===== config.mk =====
export PLATFORM = sky130hd
export DESIGN_NAME = i2c_target
export DESIGN_NICKNAME = d
export VERILOG_FILES = /design/src/i2c_target_pkg.sv /design/src/i2c_target.sv
export SDC_FILE = /design/constraint.sdc
export NUM_CORES = 1
export LEC_CHECK = 0
export BUFFER_PORTS_ARGS = -buffer_cell sky130_fd_sc_hd__buf_2
export CORE_UTILIZATION = 56
export CTS_CLUSTER_DIAMETER = 200
export DETAILED_ROUTE_END_ITERATION = 10
export MAX_ROUTING_LAYER = met4
export PLACE_DENSITY = 0.81
export SLEW_MARGIN = 10
export SYNTH_ARGS = -nofsm -noshare
export SYNTH_HDL_FRONTEND = slang
export SYNTH_SLANG_ARGS = --single-unit

===== constraint.sdc =====
create_clock -name clk -period 2.9 [get_ports clk]
set_input_delay 0.87 -clock clk [delete_from_list [all_inputs] [get_ports clk]]
set_output_delay 0.87 -clock clk [all_outputs]
set_load 0.03 [all_outputs]

===== src/i2c_target_pkg.sv =====
// constants, register map and state encodings for the i2c target block
package i2c_target_pkg;

   // register indices; byte address is four times the index
   localparam logic [3:0] IDX_CTRLR_CTRL   = 4'h3;
   localparam logic [3:0] IDX_CONTROL      = 4'h9;
   localparam logic [3:0] IDX_CMD_CTRL     = 4'ha;
   localparam logic [3:0] IDX_STATUS       = 4'hb;
   localparam logic [3:0] IDX_ADDRESS      = 4'hc;
   localparam logic [3:0] IDX_DATA         = 4'hd;

   // target_control fields
   localparam int CTL_BYTE_IRQ_EN  = 7;
   localparam int CTL_AS_IRQ_EN    = 6;
   localparam int CTL_STOP_DET_EN  = 5;
   localparam int CTL_PROMISC_EN   = 2;
   localparam int CTL_AUTO_ACK_EN  = 1;
   localparam int CTL_ENABLE       = 0;
   localparam logic [7:0] CTL_WMASK = 8'he7;

   // target_command_ctrl fields
   localparam int CMD_ACK_SEL      = 2;
   localparam logic [1:0] CMD_IDLE     = 2'h0;
   localparam logic [1:0] CMD_RESERVED = 2'h1;
   localparam logic [1:0] CMD_FINISH   = 2'h2;
   localparam logic [1:0] CMD_RESPOND  = 2'h3;

   // target_status fields
   localparam int ST_BYTE_DONE     = 7;
   localparam int ST_ADDR_STOP     = 6;
   localparam int ST_STRETCH       = 5;
   localparam int ST_LAST_ACK      = 4;
   localparam int ST_CONFLICT      = 3;
   localparam int ST_ILLEGAL       = 2;
   localparam int ST_DIR           = 1;
   localparam int ST_CAUSE         = 0;

   // controller_control field
   localparam int CC_ENABLE        = 0;

   localparam logic       CAUSE_STOP   = 1'b0;
   localparam logic       CAUSE_ADDR   = 1'b1;
   localparam logic [6:0] GENCALL_ADDR = 7'h00;
   localparam logic [3:0] BYTE_BITS    = 4'h8;
   localparam logic [7:0] RESET_BYTE   = 8'h00;

   // stop and bus-error detection need this many clocks per scl period
   localparam int MIN_CLK_PER_SCL = 4;

   typedef enum logic [3:0] {
      TS_IDLE,
      TS_ADDR,
      TS_ADDR_HOLD,
      TS_ACK,
      TS_RX,
      TS_RX_HOLD,
      TS_TX,
      TS_TX_ACK,
      TS_TX_HOLD
   } tstate_t;

   typedef enum logic [1:0] {
      NX_IDLE,
      NX_RX,
      NX_TX_EVENT
   } next_t;

endpackage


===== src/i2c_target.sv =====
// i2c target control, command and status logic with avalon-mm registers
//
// Behaviour
// addr/stop irq only when its enable, its flag and global enable are set
// stop and address events share one flag and one interrupt line
// stop sets addr/stop flag only with stop detection enabled
// promiscuous mode accepts every address, else the target address is used
// auto-ack mode: command or data access resumes; otherwise wait for command (address and receive holds resume on data read, not write)
// target runs only while its enable bit is one
// ack select 0 acks, 1 nacks; used on data read or command
// command field is a write-only strobe reading zero; 0 idle, 1 reserved
// finish command: write acks then waits start; read just waits start
// respond after address: ack, then receive byte or raise data event
// respond after data: write acks and receives; read sends byte
// ack select written with a command is updated before the command
// byte-done flag sets on byte completion, also after a collision abort
// both flags clear on data register access or finish/respond command write
// addr/stop flag sets on address match or enabled stop
// scl held low and stretch status set on address or data event
// last-ack status holds the controller's latest ack bit
// conflict sets on lost high data bit or lost nack after match
// conflict clears on software write one and on any start
// illegal start/stop sets error with controller enabled; write one clears
// direction reflects read/write bit of last matched address
// cause bit: 0 for stop, 1 for address
// byte-done irq only when its enable, its flag and global enable are set
// match compares received address with upper seven target address bits
// reserved command code does nothing, like the idle code
//
// The Avalon-MM interface to the registers is this design's own decision.
`timescale 1ns/1ps
module i2c_target
   import i2c_target_pkg::*;
(
   input  wire logic        clk,
   input  wire logic        reset,
   input  wire logic [5:0]  address,
   input  wire logic        read,
   input  wire logic        write,
   input  wire logic [31:0] writedata,
   input  wire logic [3:0]  byteenable,
   output      logic [31:0] readdata,
   output      logic        waitrequest,
   input  wire logic        scl_in,
   input  wire logic        sda_in,
   output      logic        scl_oe,
   output      logic        sda_oe,
   input  wire logic        global_irq_en,
   output      logic        irq_byte_done,
   output      logic        irq_addr_stop
);

   typedef struct packed {
      tstate_t    state;
      next_t      after_ack;
      logic       ack_from_addr;
      logic       scl_m;
      logic       scl_s;
      logic       scl_p;
      logic       sda_m;
      logic       sda_s;
      logic       sda_p;
      logic [7:0] ctrl;
      logic       ack_sel;
      logic       ctrlr_en;
      logic [7:0] addr_reg;
      logic [7:0] data_reg;
      logic [7:0] shreg;
      logic [3:0] bit_cnt;
      logic       just_started;
      logic       byte_done;
      logic       addr_stop;
      logic       last_ack;
      logic       conflict;
      logic       illegal;
      logic       dir;
      logic       cause;
      logic       scl_oe;
      logic       sda_oe;
      logic       wait_n;
      logic [7:0] rdata;
      logic       irq_bd;
      logic       irq_as;
   } st_t;

   st_t q;
   st_t d;

   function automatic logic addr_match(input logic [6:0] rx,
                                       input logic [7:0] own,
                                       input logic       promisc);
      addr_match = promisc || (rx == own[7:1]) ||
                   (own[0] && (rx == GENCALL_ADDR));
   endfunction

   // up to the end of the first scl pulse of a data byte a stop or start is the
   // normal frame end; in the address byte it is still a violation
   function automatic logic in_byte(input tstate_t s,
                                    input logic [3:0] cnt);
      in_byte = (cnt != 4'h0) && (cnt != BYTE_BITS) &&
                ((s == TS_ADDR) ||
                 (((s == TS_RX) || (s == TS_TX)) && (cnt != 4'h1)));
   endfunction

   logic       req;
   logic       done;
   logic [3:0] idx;
   logic       lane0;
   logic [7:0] wbyte;
   logic       cmd_wr;
   logic [1:0] cmd;
   logic       ack_now;
   logic       data_rd;
   logic       data_wr;
   logic       smart;
   logic       rise;
   logic       fall;
   logic       start_c;
   logic       stop_c;

   always_comb
   begin
      d       = q;
      req     = read || write;
      done    = req && !q.wait_n;
      idx     = address[5:2];
      lane0   = byteenable[0] && (address[1:0] == 2'h0);
      wbyte   = writedata[7:0];
      smart   = q.ctrl[CTL_AUTO_ACK_EN];
      cmd_wr  = done && write && lane0 && (idx == IDX_CMD_CTRL);
      cmd     = wbyte[1:0];
      data_rd = done && read && (idx == IDX_DATA);
      data_wr = done && write && lane0 && (idx == IDX_DATA);
      ack_now = q.ack_sel;

      // pin synchronisers
      d.scl_m = scl_in;
      d.scl_s = q.scl_m;
      d.scl_p = q.scl_s;
      d.sda_m = sda_in;
      d.sda_s = q.sda_m;
      d.sda_p = q.sda_s;
      rise    = q.scl_s && !q.scl_p;
      fall    = !q.scl_s && q.scl_p;
      start_c = q.scl_s && q.scl_p && q.sda_p && !q.sda_s;
      stop_c  = q.scl_s && q.scl_p && !q.sda_p && q.sda_s;

      // bus slave: one wait cycle, then the access completes
      if (req && q.wait_n)
      begin
         d.wait_n = 1'b0;
         if (read)
         begin
            if (address[1:0] != 2'h0)
               d.rdata = RESET_BYTE;
            else if (idx == IDX_CONTROL)
               d.rdata = q.ctrl;
            else if (idx == IDX_CMD_CTRL)
               d.rdata = {5'h00, q.ack_sel, 2'h0};
            else if (idx == IDX_STATUS)
               d.rdata = {q.byte_done, q.addr_stop, q.scl_oe, q.last_ack,
                          q.conflict, q.illegal, q.dir, q.cause};
            else if (idx == IDX_ADDRESS)
               d.rdata = q.addr_reg;
            else if (idx == IDX_DATA)
               d.rdata = q.data_reg;
            else if (idx == IDX_CTRLR_CTRL)
               d.rdata = {7'h00, q.ctrlr_en};
            else
               d.rdata = RESET_BYTE;
         end
      end
      else if (done)
      begin
         d.wait_n = 1'b1;
         if (write && lane0)
         begin
            if (idx == IDX_CONTROL)
               d.ctrl = wbyte & CTL_WMASK;
            else if (idx == IDX_CMD_CTRL)
            begin
               d.ack_sel = wbyte[CMD_ACK_SEL];
               ack_now   = wbyte[CMD_ACK_SEL];
            end
            else if (idx == IDX_STATUS)
            begin
               if (wbyte[ST_CONFLICT])
                  d.conflict = 1'b0;
               if (wbyte[ST_ILLEGAL])
                  d.illegal = 1'b0;
            end
            else if (idx == IDX_ADDRESS)
               d.addr_reg = wbyte;
            else if (idx == IDX_DATA)
               d.data_reg = wbyte;
            else if (idx == IDX_CTRLR_CTRL)
               d.ctrlr_en = wbyte[CC_ENABLE];
         end
      end

      // flag clearing comes first so that a same-cycle event wins
      if ((cmd_wr && (cmd == CMD_FINISH || cmd == CMD_RESPOND)) ||
          data_rd || data_wr)
      begin
         d.byte_done = 1'b0;
         d.addr_stop = 1'b0;
      end

      // software resumes a held transfer; the idle and reserved codes
      // fall through untouched
      case (q.state)
         TS_ADDR_HOLD:
         begin
            if ((cmd_wr && cmd == CMD_RESPOND) || (smart && data_rd))
            begin
               d.state         = TS_ACK;
               d.after_ack     = q.dir ? NX_TX_EVENT : NX_RX;
               d.ack_from_addr = 1'b1;
               d.sda_oe        = !ack_now;
               d.scl_oe        = 1'b0;
            end
            else if (cmd_wr && cmd == CMD_FINISH)
            begin
               d.state         = q.dir ? TS_IDLE : TS_ACK;
               d.after_ack     = NX_IDLE;
               d.ack_from_addr = 1'b1;
               d.sda_oe        = !q.dir && !ack_now;
               d.scl_oe        = 1'b0;
            end
         end
         TS_RX_HOLD:
         begin
            if ((cmd_wr && (cmd == CMD_RESPOND || cmd == CMD_FINISH)) ||
                (smart && data_rd))
            begin
               d.state         = TS_ACK;
               d.after_ack     = (cmd_wr && cmd == CMD_FINISH) ?
                                 NX_IDLE : NX_RX;
               d.ack_from_addr = 1'b0;
               d.sda_oe        = !ack_now;
               d.scl_oe        = 1'b0;
            end
         end
         TS_TX_HOLD:
         begin
            // writing the data register sends data, never an ack
            if ((cmd_wr && cmd == CMD_RESPOND) ||
                (smart && (data_rd || data_wr)))
            begin
               d.state   = TS_TX;
               d.shreg   = data_wr ? wbyte : q.data_reg;
               d.sda_oe  = data_wr ? !wbyte[7] : !q.data_reg[7];
               d.bit_cnt = 4'h0;
               d.scl_oe  = 1'b0;
            end
            else if (cmd_wr && cmd == CMD_FINISH)
            begin
               d.state  = TS_IDLE;
               d.scl_oe = 1'b0;
            end
         end
         default:
         begin
         end
      endcase

      // line protocol
      if (start_c)
      begin
         if (in_byte(q.state, q.bit_cnt) && q.ctrlr_en)
            d.illegal = 1'b1;
         d.conflict     = 1'b0;
         d.state        = TS_ADDR;
         d.bit_cnt      = 4'h0;
         d.just_started = 1'b1;
         d.sda_oe       = 1'b0;
         d.scl_oe       = 1'b0;
      end
      else if (stop_c)
      begin
         if ((q.just_started || in_byte(q.state, q.bit_cnt)) && q.ctrlr_en)
            d.illegal = 1'b1;
         if (q.ctrl[CTL_STOP_DET_EN] && q.state != TS_IDLE)
         begin
            d.addr_stop = 1'b1;
            d.cause     = CAUSE_STOP;
         end
         d.state        = TS_IDLE;
         d.just_started = 1'b0;
         d.sda_oe       = 1'b0;
         d.scl_oe       = 1'b0;
      end
      else
      begin
         if (rise)
            d.just_started = 1'b0;
         case (q.state)
            TS_ADDR, TS_RX:
            begin
               if (rise)
               begin
                  d.shreg   = {q.shreg[6:0], q.sda_s};
                  d.bit_cnt = q.bit_cnt + 4'h1;
               end
               else if (fall && q.bit_cnt == BYTE_BITS)
               begin
                  if (q.state == TS_RX)
                  begin
                     d.data_reg  = q.shreg;
                     d.byte_done = 1'b1;
                     d.scl_oe    = 1'b1;
                     d.state     = TS_RX_HOLD;
                  end
                  else if (addr_match(q.shreg[7:1], q.addr_reg,
                                      q.ctrl[CTL_PROMISC_EN]))
                  begin
                     d.dir       = q.shreg[0];
                     d.addr_stop = 1'b1;
                     d.cause     = CAUSE_ADDR;
                     d.scl_oe    = 1'b1;
                     d.state     = TS_ADDR_HOLD;
                  end
                  else
                     d.state = TS_IDLE;
               end
            end
            TS_ACK:
            begin
               if (rise && !q.sda_oe && !q.sda_s && q.ack_from_addr)
                  d.conflict = 1'b1;
               if (fall)
               begin
                  d.sda_oe  = 1'b0;
                  d.bit_cnt = 4'h0;
                  if (q.after_ack == NX_IDLE || !q.sda_oe)
                     d.state = TS_IDLE;
                  else if (q.after_ack == NX_RX)
                     d.state = TS_RX;
                  else
                  begin
                     d.byte_done = 1'b1;
                     d.scl_oe    = 1'b1;
                     d.state     = TS_TX_HOLD;
                  end
               end
            end
            TS_TX:
            begin
               if (rise && !q.sda_oe && !q.sda_s)
               begin
                  // lost a high bit: abort and report the byte as done
                  d.conflict  = 1'b1;
                  d.byte_done = 1'b1;
                  d.state     = TS_IDLE;
                  d.sda_oe    = 1'b0;
               end
               else if (rise)
                  d.bit_cnt = q.bit_cnt + 4'h1;
               else if (fall && q.bit_cnt == BYTE_BITS)
               begin
                  d.sda_oe = 1'b0;
                  d.state  = TS_TX_ACK;
               end
               else if (fall)
               begin
                  d.shreg  = {q.shreg[6:0], 1'b0};
                  d.sda_oe = !q.shreg[6];
               end
            end
            TS_TX_ACK:
            begin
               if (rise)
                  d.last_ack = q.sda_s;
               else if (fall)
               begin
                  d.byte_done = 1'b1;
                  d.scl_oe    = 1'b1;
                  d.state     = TS_TX_HOLD;
               end
            end
            default:
            begin
            end
         endcase
      end

      // a disabled target leaves both lines alone
      if (!q.ctrl[CTL_ENABLE])
      begin
         d.state  = TS_IDLE;
         d.scl_oe = 1'b0;
         d.sda_oe = 1'b0;
      end

      // one flag and one line serve both address and stop events
      d.irq_as = q.ctrl[CTL_AS_IRQ_EN] && q.addr_stop &&
                 global_irq_en;
      d.irq_bd = q.ctrl[CTL_BYTE_IRQ_EN] && q.byte_done &&
                 global_irq_en;
   end

   always_ff @(posedge clk or posedge reset)
   begin
      if (reset)
      begin
         q        <= '0;
         q.state  <= TS_IDLE;
         q.scl_m  <= 1'b1;
         q.scl_s  <= 1'b1;
         q.scl_p  <= 1'b1;
         q.sda_m  <= 1'b1;
         q.sda_s  <= 1'b1;
         q.sda_p  <= 1'b1;
         q.wait_n <= 1'b1;
      end
      else
         q <= d;
   end

   assign readdata      = {24'h000000, q.rdata};
   assign waitrequest   = q.wait_n;
   assign scl_oe        = q.scl_oe;
   assign sda_oe        = q.sda_oe;
   assign irq_byte_done = q.irq_bd;
   assign irq_addr_stop = q.irq_as;

endmodule


==> run metrics, run 1 <==
pre-CTS WS about 0.33 ns; fin crit period 2.23 ns; Max Slew Vio Count 0; Setup Viol. Count Final 0; RSZ-0062 raised after global routing no; VDD IR max between 300 and 400 µV; DR vias between 3,000 and 4,000; Final HPWL DP approximately 8 mm; hold_buf cts 0; DRC 0; first-pass GRT wire length 17.8 mm; worst min path class reg -> reg; post-DR wirelength/cell 17.6 µm; Synth Register Bits 70; first-pass iteration count of the detailed router 5; final-layout fill cell count 614; startpoint types primary input; Seq/Total Area, Yosys 0.404; Layout Nets 561; CTS Buffer Depth 2; worst skew pair latency 0.36 ns; Initial DRC Count 387; Crit Path Class in -> reg; CTS tree built; Setup TNS Final 0 ns; routability-driven placement congestion ratio 0.937; WP data arrival around 2.5 ns; post-place instance area 4500 µm²; vias in the first global route 3,494; post-synth design cell area ~4400 µm²; Die Wd 90.2 µm; length in cells of the worst reg-to-reg path 6; max-cap violation count 0; Syn. warnings 0; vias per cell 6.08; Antenna Cells 0; Die ar. 8140 µm²; P per Cell Area 472 nW/µm²; Post-CTS Setup Inserts 0; final wirelength 10.8 mm; clk_skew 0.0141 ns; multi-input logic area 2280 µm²; syn avg cell area 9.01 µm²; CTS clk-pin slew, worst paths ~0.080 ns; register area about 1800 µm²; Achievable Freq 0.448 GHz; most common cell after layout, fill and taps aside dfrtp_1; reg2reg end sda_oe; CTS resizes 0; Worst R2R Start q[70]; share of cells above drive strength 1 0.187; H-tree levels 3; commonest non-fill, non-tap cells in the layout 63 x dfrtp_1, 58 x nand2_1, 34 x buf_2, 32 x a21oi_1, 32 x nor2_1; Clock Tree Root clkbuf_8; Post-synth EDFFs 0; Worst Hold Depth 0; total global-route track usage 0.288; Synth Flop Type dfrtp_1; leak pwr between 2 and 2.5 nW; Finished Cell Area 4680 µm²; fin crit share 0.771; final-report hold violation count 0; initial core utilization 0.589; initial antenna violation count 0; pin count of the biggest net entering global routing 46; hold wc startpoint d[60]; PortBufs 34; grt ovf 0; async set-or-reset flop fraction in the synthesized netlist 1.00; floorplan row count 31; core area 7410 µm²; unique cell type count in the Yosys netlist 68; r2r setup slk 0.67 ns; Routed Antenna Nets 0; Worst Hold End d[59]; Num CTS Buffers 9; CP required approximately 3.1 ns; Cells after Synth 484; Slew headroom 0.588; I/O Pins 86; final worst slack 0.665 ns; outcome complete, no violations; Die H 90.2 µm; Sink Count 70; crit end category flip-flop; worst-margin pin slew 0.609 ns; CP max FO 9; Area growth, synth to finish 7.26%
## power by group
part	switching, mW	total, mW	internal, mW
combinational	0.223	0.346	0.123
clock	0.385	0.719	0.334
sequential	0.0836	1.14	1.06
total	0.692	2.21	1.52
## routing by layer
layer	vias to the layer above	wire length (µm)	global-route usage
met5	-	0	-
met4	0	283	0.121
met3	26	749	0.0575
met2	183	5040	0.436
met1	1784	4740	0.378
li1	1736	-	-
## critical path, cell delays in order
cell,delay [ns]
buf_2,0.15
and4b_1,0.44
nand4b_1,0.23
buf_4,0.21
nand3_1,0.11
o21ai_1,0.10
a221oi_1,0.27
a311oi_1,0.08
## sequential cells by signal, indices dropped and copies added (netlist names)
name / cells
sda_oe: 1
irq_addr_stop: 1
q: 53
d: 4
scl_oe: 1
waitrequest: 1
readdata: 8
irq_byte_done: 1
## synth_stat cells, types with 7 or more instances
library cell  instances  share of area
nor2b_1              11          0.016
mux2_2               15          0.039
buf_2                10          0.011
xnor2_1               7          0.014
clkbuf_1              8         0.0069
buf_4                35          0.060
dfrtp_1              63           0.36
a21oi_1              32          0.037
nor2_1               32          0.028
mux2i_1              15          0.034
inv_1                11         0.0095
dfstp_2               7          0.042
nand3_1              15          0.017
o21ai_1              17          0.020
o21ai_0              31          0.036
nand4_1               7          0.010
nand2_1              58          0.050
nand2b_1             10          0.014
## worst max path at each step
stage,startpoint,end,slack [ns],cells past startpoint
3_3_place_gp,address[3],scl_oe,0.35,8
3_5_place_dp,address[1],q[44],0.33,5
2_1_floorplan,reset,irq_addr_stop,0.27,1
4_1_cts,address[3],scl_oe,0.69,8
5_1_grt,q[70],sda_oe,0.39,6
6_report,address[3],scl_oe,0.67,8
## stage by stage
step	util	power [mW]	hold WS, ns	cells
finish	0.631	2.21	0.356	613
global route	0.631	2.31	0.348	613
CTS	0.631	2.22	0.353	613
detailed placement	0.608	1.50	0.349	597
global placement	0.608	1.49	0.348	597
floorplan	-	1.42	0.345	507
## cell type report
| class | instances | share of cell area |
|---|---|---|
| multi-input combinational | 370 | 0.488 |
| inverter | 11 | 0.00883 |
| sequential | 70 | 0.376 |
| clock buffer | 11 | 0.0302 |
| clock inverter | 5 | 0.00722 |
| tap | 99 | 0.0265 |
| timing repair buffer | 47 | 0.0626 |
## cell families (layout without fill, tap and decap cells)
family / count (synthesis) / in the layout / synth area share
muxes: 31 / 31 / 0.0766
buffers and inverters: 67 / 74 / 0.0924
xor gates and xnor gates: 11 / 11 / 0.0221
and+or+nand+nor: 171 / 171 / 0.210
AOI/OAI and AO/OA: 130 / 130 / 0.186
other: 1 / 24 / 0.000860
adders and majority gates: 3 / 3 / 0.00861
DFF: 70 / 70 / 0.404
Note: power is estimated with default switching activity, not from simulation.
==> run 2: changes to the inputs <==
--- a/config.mk
+++ b/config.mk
@@ -5,12 +5,13 @@
 export SDC_FILE = /design/constraint.sdc
 export NUM_CORES = 1
 export LEC_CHECK = 0
+export ABC_AREA = 1
 export BUFFER_PORTS_ARGS = -buffer_cell sky130_fd_sc_hd__buf_2
-export CORE_UTILIZATION = 56
+export CORE_UTILIZATION = 50
 export CTS_CLUSTER_DIAMETER = 200
 export DETAILED_ROUTE_END_ITERATION = 10
 export MAX_ROUTING_LAYER = met4
-export PLACE_DENSITY = 0.81
+export PLACE_DENSITY = 0.77
 export SLEW_MARGIN = 10
 export SYNTH_ARGS = -nofsm -noshare
 export SYNTH_HDL_FRONTEND = slang
==> constraint.sdc (replaced) <==
create_clock -name clk -period 1.8 [get_ports clk]
set_input_delay 0.54 -clock clk [delete_from_list [all_inputs] [get_ports clk]]
set_output_delay 0.54 -clock clk [all_outputs]
set_load 0.03 [all_outputs]
==> run 2 against run 1 <==
Effect of this change: synthesized cell count up 16%; power increased by 85%; sequential power up 61%; critical path depth rose by 3; die area rose by 8.7%; non-clock buffer count up 80; final area grew 19%; critical path type is now reg -> reg; highest routed layer unchanged.
==> run metrics, run 2 <==
Layout Nets 737 (+31%); total power 4.07 mW (+85%); Achievable Freq 0.562 GHz; CTS tree built; Num CTS Buffers 9 (unchanged); largest cells by area after synthesis dfrtp_1 37%, nand2_1 11%, o21ai_0 7.7%; Critical Path, Cell by Cell inv_2 > nand2_2 > nor3_2 > buf_6 > nor2_4 > nand2_1 > nand2_1 > nor3_2 > o21ai_1 > o21ai_1 > a21oi_1; Die H 94.1 µm (+4.2%); most common cell after layout, fill and taps aside nand2_1; hold slack 0.269 ns (-0.0874 ns); async set-or-reset flop fraction in the synthesized netlist 1.00 (unchanged); syn avg cell area 7.54 µm² (-16%); Post-synth EDFFs 0 (unchanged); RSZ-0062 raised after global routing yes; area leader, netlist dfrtp_1; top-area cell type share of the netlist area 0.372 (+0.0104); Synth Register Bits 70 (unchanged); worst skew pair latency 0.36 ns (about the same); final-report hold violation count 0 (unchanged); I/O Pins 86 (unchanged); CP required 2.03 ns (-1.10 ns); Setup Viol. Count Final 0 (unchanged); DRC 0 (unchanged); Final HPWL DP 9.01 mm (+15%); Max Slew Vio Count 0 (unchanged); Die ar. 8850 µm² (+8.7%); slowest stage delay, CP 0.46 ns (+0.02 ns); Routed Antenna Nets 0 (unchanged); leak pwr 2.77 nW (+36%); CTS Buffer Depth 2 (unchanged); Crit Path Class reg -> reg; Clock Tree Root clkbuf_8; Worst path top cell family by delay simple AND/OR/NAND/NOR gates; clk_skew 0.0110 ns (-0.00310 ns); VDD IR max 409 µV (+34%); Seq/Total Area, Yosys 0.415 (+0.0116); crit end category flip-flop; most numerous cell in the Yosys netlist nand2_1; commonest non-fill, non-tap cells in the layout 114 x nand2_1, 86 x buf_4, 68 x inv_1, 60 x dfrtp_1, 56 x o21ai_0; core area 8220 µm² (+11%); total global-route track usage 0.297 (+0.00868); PortBufs 34 (unchanged); worst min path class in -> async; final wirelength 12.4 mm (+15%); vias per cell 5.33 (-12%); DR vias 4,234 (+14%); Crit path buffers/inverters 2 (unchanged); pin count of the biggest net entering global routing 71 (+54%); fin crit period 1.78 ns; WP data arrival 2.01 ns (-0.45 ns); share of cells above drive strength 1 0.330 (+0.144); Die Wd 94.1 µm (+4.2%); routability-driven placement congestion ratio 0.900 (-3.9%); Cells after Synth 562 (+16%); Antenna Cells 0 (unchanged); post-synth design cell area 4240 µm² (-2.8%); hold_buf cts 0 (unchanged); Synth Flop Type dfrtp_1; post-DR wirelength/cell 15.6 µm (-12%); outcome complete, no violations; Area growth, synth to finish 31.4%; max reg flops 53 (unchanged); floorplan row count 33 (+6.5%); first-pass iteration count of the detailed router 5 (unchanged); CP max FO 5 (-4); startpoint types flip-flop; unique cell type count in the Yosys netlist 45 (-34%); Sink Count 70 (unchanged); Syn. warnings 0 (unchanged); initial core utilization 0.516 (-0.0727); Crit-path slowest cell dfrtp_2; grt ovf 0 (unchanged); initial antenna violation count 0 (unchanged); Initial DRC Count 282 (-27%); largest register by flop count q; first-pass GRT wire length 19.3 mm (+8.5%); vias in the first global route 3,971 (+14%); P per Cell Area 731 nW/µm² (+55%); synth cell count leaders 119 x nand2_1, 75 x inv_1, 65 x o21ai_0; H-tree levels 3 (unchanged); CTS clk-pin slew, worst paths 0.09 ns (about the same); fin crit share 0.988; max-cap violation count 0 (unchanged)
-- run 2: logic make-up after synthesis --
kind of cell	share of synthesized area
DFF	0.415
and+or+nand+nor	0.260
buffers and inverters	0.136
xor gates and xnor gates	0.0207
adders and majority gates	0.00886
AOI/OAI and AO/OA	0.159
other	0.000885
-- run 2: worst paths after layout --
kind / slack [ns] / cells after the start / start / end
max: 0.02 / 11 / q[71] / q[24]
min: 0.27 / 3 / reset / q[28]
max reg2reg: 0.02 / 11 / q[71] / q[24]
min reg2reg: 0.35 / 0 / d[60] / d[59]
max in group asynchronous: 1.19 / 3 / reset / d[62]
min in group clk: 0.28 / 1 / sda_in / d[60]
-- run 2: final cells by class --
class / instances / area (µm²)
fill: 681 / 2650
multi-input combinational: 396 / 2220
sequential: 70 / 1760
timing repair buffer: 127 / 912
inverter: 81 / 312
clock buffer: 10 / 138
tap: 105 / 131
clock inverter: 6 / 93.8
-- run 2: power breakdown --
| group | switching, mW | leakage, nW | internal [mW] |
|---|---|---|---|
| Sequential | 0.117 | 0.841 | 1.72 |
| Clock | 0.686 | 0.113 | 0.828 |
| Combinational | 0.456 | 1.82 | 0.270 |
| Total | 1.26 | 2.77 | 2.81 |
-- run 2: per-layer routing --
metal | up-vias | part of all wire | GRT usage
li1 | 2030 | - | -
met1 | 2011 | 0.44 | 0.388
met2 | 166 | 0.48 | 0.462
met3 | 27 | 0.057 | 0.0526
met4 | 0 | 0.021 | 0.108
met5 | - | 0 | -
-- run 2: worst min-delay path, cell delays in order --
cell        delay [ns]
buf_2             0.11
clkinvlp_4        0.07
buf_12            0.32
-- run 2: repair_timing --
item / CTS / global route
pin swaps: 0 / 25
setup buffers: 1 / 11
gates resized for setup: 3 / 76
endpoints found under the setup margin: 6 / 31
-- run 2: stage by stage --
stage / worst slack, ns / utilization / instance area, µm² / TNS [ns] / cells
after detailed placement: -0.259 / 0.608 / 5000 / -5.15 / 767
after CTS: 0.00255 / 0.638 / 5240 / 0 / 784
after global placement: -0.179 / 0.608 / 5000 / -2.96 / 767
after floorplan: 0.00179 / - / 4330 / 0 / 585
final: 0.0216 / 0.678 / 5570 / 0 / 795
after global routing: -0.103 / 0.678 / 5570 / -0.599 / 795
==> run 3: changes to the inputs <==
--- a/config.mk
+++ b/config.mk
@@ -5,13 +5,12 @@
 export SDC_FILE = /design/constraint.sdc
 export NUM_CORES = 1
 export LEC_CHECK = 0
-export ABC_AREA = 1
 export BUFFER_PORTS_ARGS = -buffer_cell sky130_fd_sc_hd__buf_2
 export CORE_UTILIZATION = 50
 export CTS_CLUSTER_DIAMETER = 200
 export DETAILED_ROUTE_END_ITERATION = 10
 export MAX_ROUTING_LAYER = met4
-export PLACE_DENSITY = 0.77
+export PLACE_DENSITY = 0.76
 export SLEW_MARGIN = 10
 export SYNTH_ARGS = -nofsm -noshare
 export SYNTH_HDL_FRONTEND = slang
==> run 3 against run 2 <==
Effect of this change: the flow now finishes with violations (negative setup slack); final area grew 3.0%; global-route usage down 0.26 points; worst hold slack got worse by 0.10 ns; power down 0.94%; final cell count is 11% lower; sequential cell count unchanged; non-clock buffer count rose by 8; first-iteration DRC count rose by 5.0%; critical endpoint is now q[23]; largest cell class unchanged.
==> run metrics, run 3 (synthesis gave the netlist of run 1 again) <==
first-pass iteration count of the detailed router 5 (unchanged); crit end category flip-flop; Crit-path slowest cell dfstp_2; final worst slack -0.0791 ns (-0.101 ns); Max Slew Vio Count 0 (unchanged); post-DR wirelength/cell 18.1 µm (+16%); Worst path depth 7 (-4); GRT Max-Usage Layer met2; pin count of the biggest net entering global routing 36 (-49%); Initial DRC Count 296 (+5.0%); max-cap violation count 0 (unchanged); PortBufs 34 (unchanged); length in cells of the worst reg-to-reg path 7 (-4); leak pwr 2.58 nW (-6.9%); register area 1770 µm² (+0.35%); Final HPWL DP 9.33 mm (+3.6%); initial core utilization 0.523 (+0.00689); final-layout fill cell count 665 (-2.3%); met1 usage 0.374 (-0.0146); Critical Path, Cell by Cell or4b_4 > nand2b_4 > a21oi_2 > buf_4 > nor2b_1 > o21ai_1 > a21oi_1; VDD IR max 483 µV (+18%); Worst path top cell family by delay simple AND/OR/NAND/NOR gates; Num CTS Buffers 9 (unchanged); vias in the first global route 3,954 (-0.43%); share of cells above drive strength 1 0.419 (+0.0884); Crit Path Class reg -> reg; Routed Antenna Nets 0 (unchanged); met3 Use GR 0.0391 (-0.0135); first-pass GRT wire length 19.5 mm (+1.2%); CTS clk-pin slew, worst paths 0.09 ns (about the same); final cell count without fillers 709 (-11%); Antenna Cells 0 (unchanged); Setup crit end q[23]; largest register by flop count q; reg2reg end q[23]; max reg flops 53 (unchanged); P per Cell Area 703 nW/µm² (-3.8%); total power 4.03 mW (-0.94%); CP required 2.03 ns (about the same); WP data arrival 2.11 ns (+0.10 ns); outcome finished with violations; startpoint types flip-flop; vias per cell 5.84 (+9.6%); Die H 95.4 µm (+1.4%); hold_buf cts 0 (unchanged); total global-route track usage 0.294 (-0.00256); commonest non-fill, non-tap cells in the layout 95 x buf_4, 58 x nand2_1, 55 x dfrtp_1, 33 x buf_2, 27 x o21ai_0; Die Wd 95.4 µm (+1.4%); CP max FO 4 (-1); Area growth, synth to finish 31.6%; met2 Track Usage GR 0.475 (+0.0127); grt ovf 0 (unchanged); worst min path class in -> async; initial antenna violation count 0 (unchanged); RSZ-0062 raised after global routing yes; CTS tree built; hold slack 0.169 ns (-0.0996 ns); final wirelength 12.8 mm (+3.6%); CTS Buffer Depth 2 (unchanged); DR vias 4,138 (-2.3%); Sink Count 70 (unchanged); floorplan row count 33 (unchanged); H-tree levels 3 (unchanged); Worst R2R Start d[62]; Critical Path Start d[62]; I/O Pins 86 (unchanged); Achievable Freq 0.532 GHz (-5.4%); most common cell after layout, fill and taps aside buf_4; Setup Viol. Count Final 9 (+9); final-report hold violation count 0 (unchanged); Clock Tree Root clkbuf_8; fin crit share 1.04 (+0.0560); Crit path buffers/inverters 1 (-1); core area 8340 µm² (+1.5%); worst skew pair latency 0.36 ns (about the same); fin crit period 1.88 ns (+0.101 ns); DRC 0 (unchanged); clk_skew 0.0139 ns (+0.00293 ns); slowest stage delay, CP 0.56 ns (+0.10 ns); routability-driven placement congestion ratio 0.908 (+0.89%); multi-input logic area 2560 µm² (+15%); Layout Nets 651 (-12%); r2r setup slk -0.08 ns (-0.10 ns); Die ar. 9100 µm² (+2.8%); failing checks negative setup slack; Placed Instances 686 (-11%)
==> run 3: cell types whose count changed in the layout (fill, tap and decap cells not counted), moves of 12 or more <==
cell and delta:
o21ai_0 -29, nand3_1 -17, mux2i_1 +12, mux2_2 +15, inv_1 -60, nand2_1 -56
==> run 3: worst register-to-register path, stage by stage, from the launching register on <==
cell and delay (ns):
dfstp_2 0.56, or4b_4 0.49, nand2b_4 0.11, a21oi_2 0.06, buf_4 0.16, nor2b_1 0.13
o21ai_1 0.16, a21oi_1 0.10
==> run 3: what timing repair did <==
item / CTS / global route
setup buffers: 2 / 5
setup endpoints to repair: 33 / 37
pin swaps: 5 / 8
cloned: 0 / 2
resized for setup: 27 / 45
==> run 3: worst min-delay path by stage <==
stage	startpoint	endpoint	slack [ns]	cells after the start
CTS	reset	scl_oe	0.18	2
global placement	d[60]	d[59]	0.35	0
global route	reset	q[67]	0.19	2
floorplan	d[60]	d[59]	0.35	0
finish	reset	q[66]	0.17	2
detailed placement	d[63]	d[62]	0.35	0
==> run 3: metal layers <==
layer	vias to the layer above	part of all wire
met4	0	0.024
met1	2029	0.43
li1	1911	-
met5	-	0
met3	26	0.052
met2	172	0.50
==> run 3: report_power, final <==
part / switching [mW] / internal (mW)
logic: 0.424 / 0.310
clock network: 0.675 / 0.799
registers: 0.122 / 1.71
==> run 3: layout make-up <==
| class | count | area share |
|---|---|---|
| Clock buffer | 9 | 0.0216 |
| Clock inverter | 7 | 0.0181 |
| Inverter | 11 | 0.00785 |
| Multi-Input combinational cell | 372 | 0.446 |
| Sequential cell | 70 | 0.309 |
| Tap cell | 105 | 0.0229 |
| Timing Repair Buffer | 135 | 0.174 |
==> run 3: metrics by stage <==
step / area (µm²) / setup slack [ns] / setup TNS (ns) / utilization
4_1_cts: 5550 / -0.0534 / -0.201 / 0.666
6_report: 5740 / -0.0791 / -0.190 / 0.688
5_1_grt: 5740 / -0.146 / -1.38 / 0.688
2_1_floorplan: 4530 / -0.263 / -3.58 / -
3_3_place_gp: 5220 / -0.332 / -8.66 / 0.626
3_5_place_dp: 5220 / -0.371 / -10.75 / 0.626
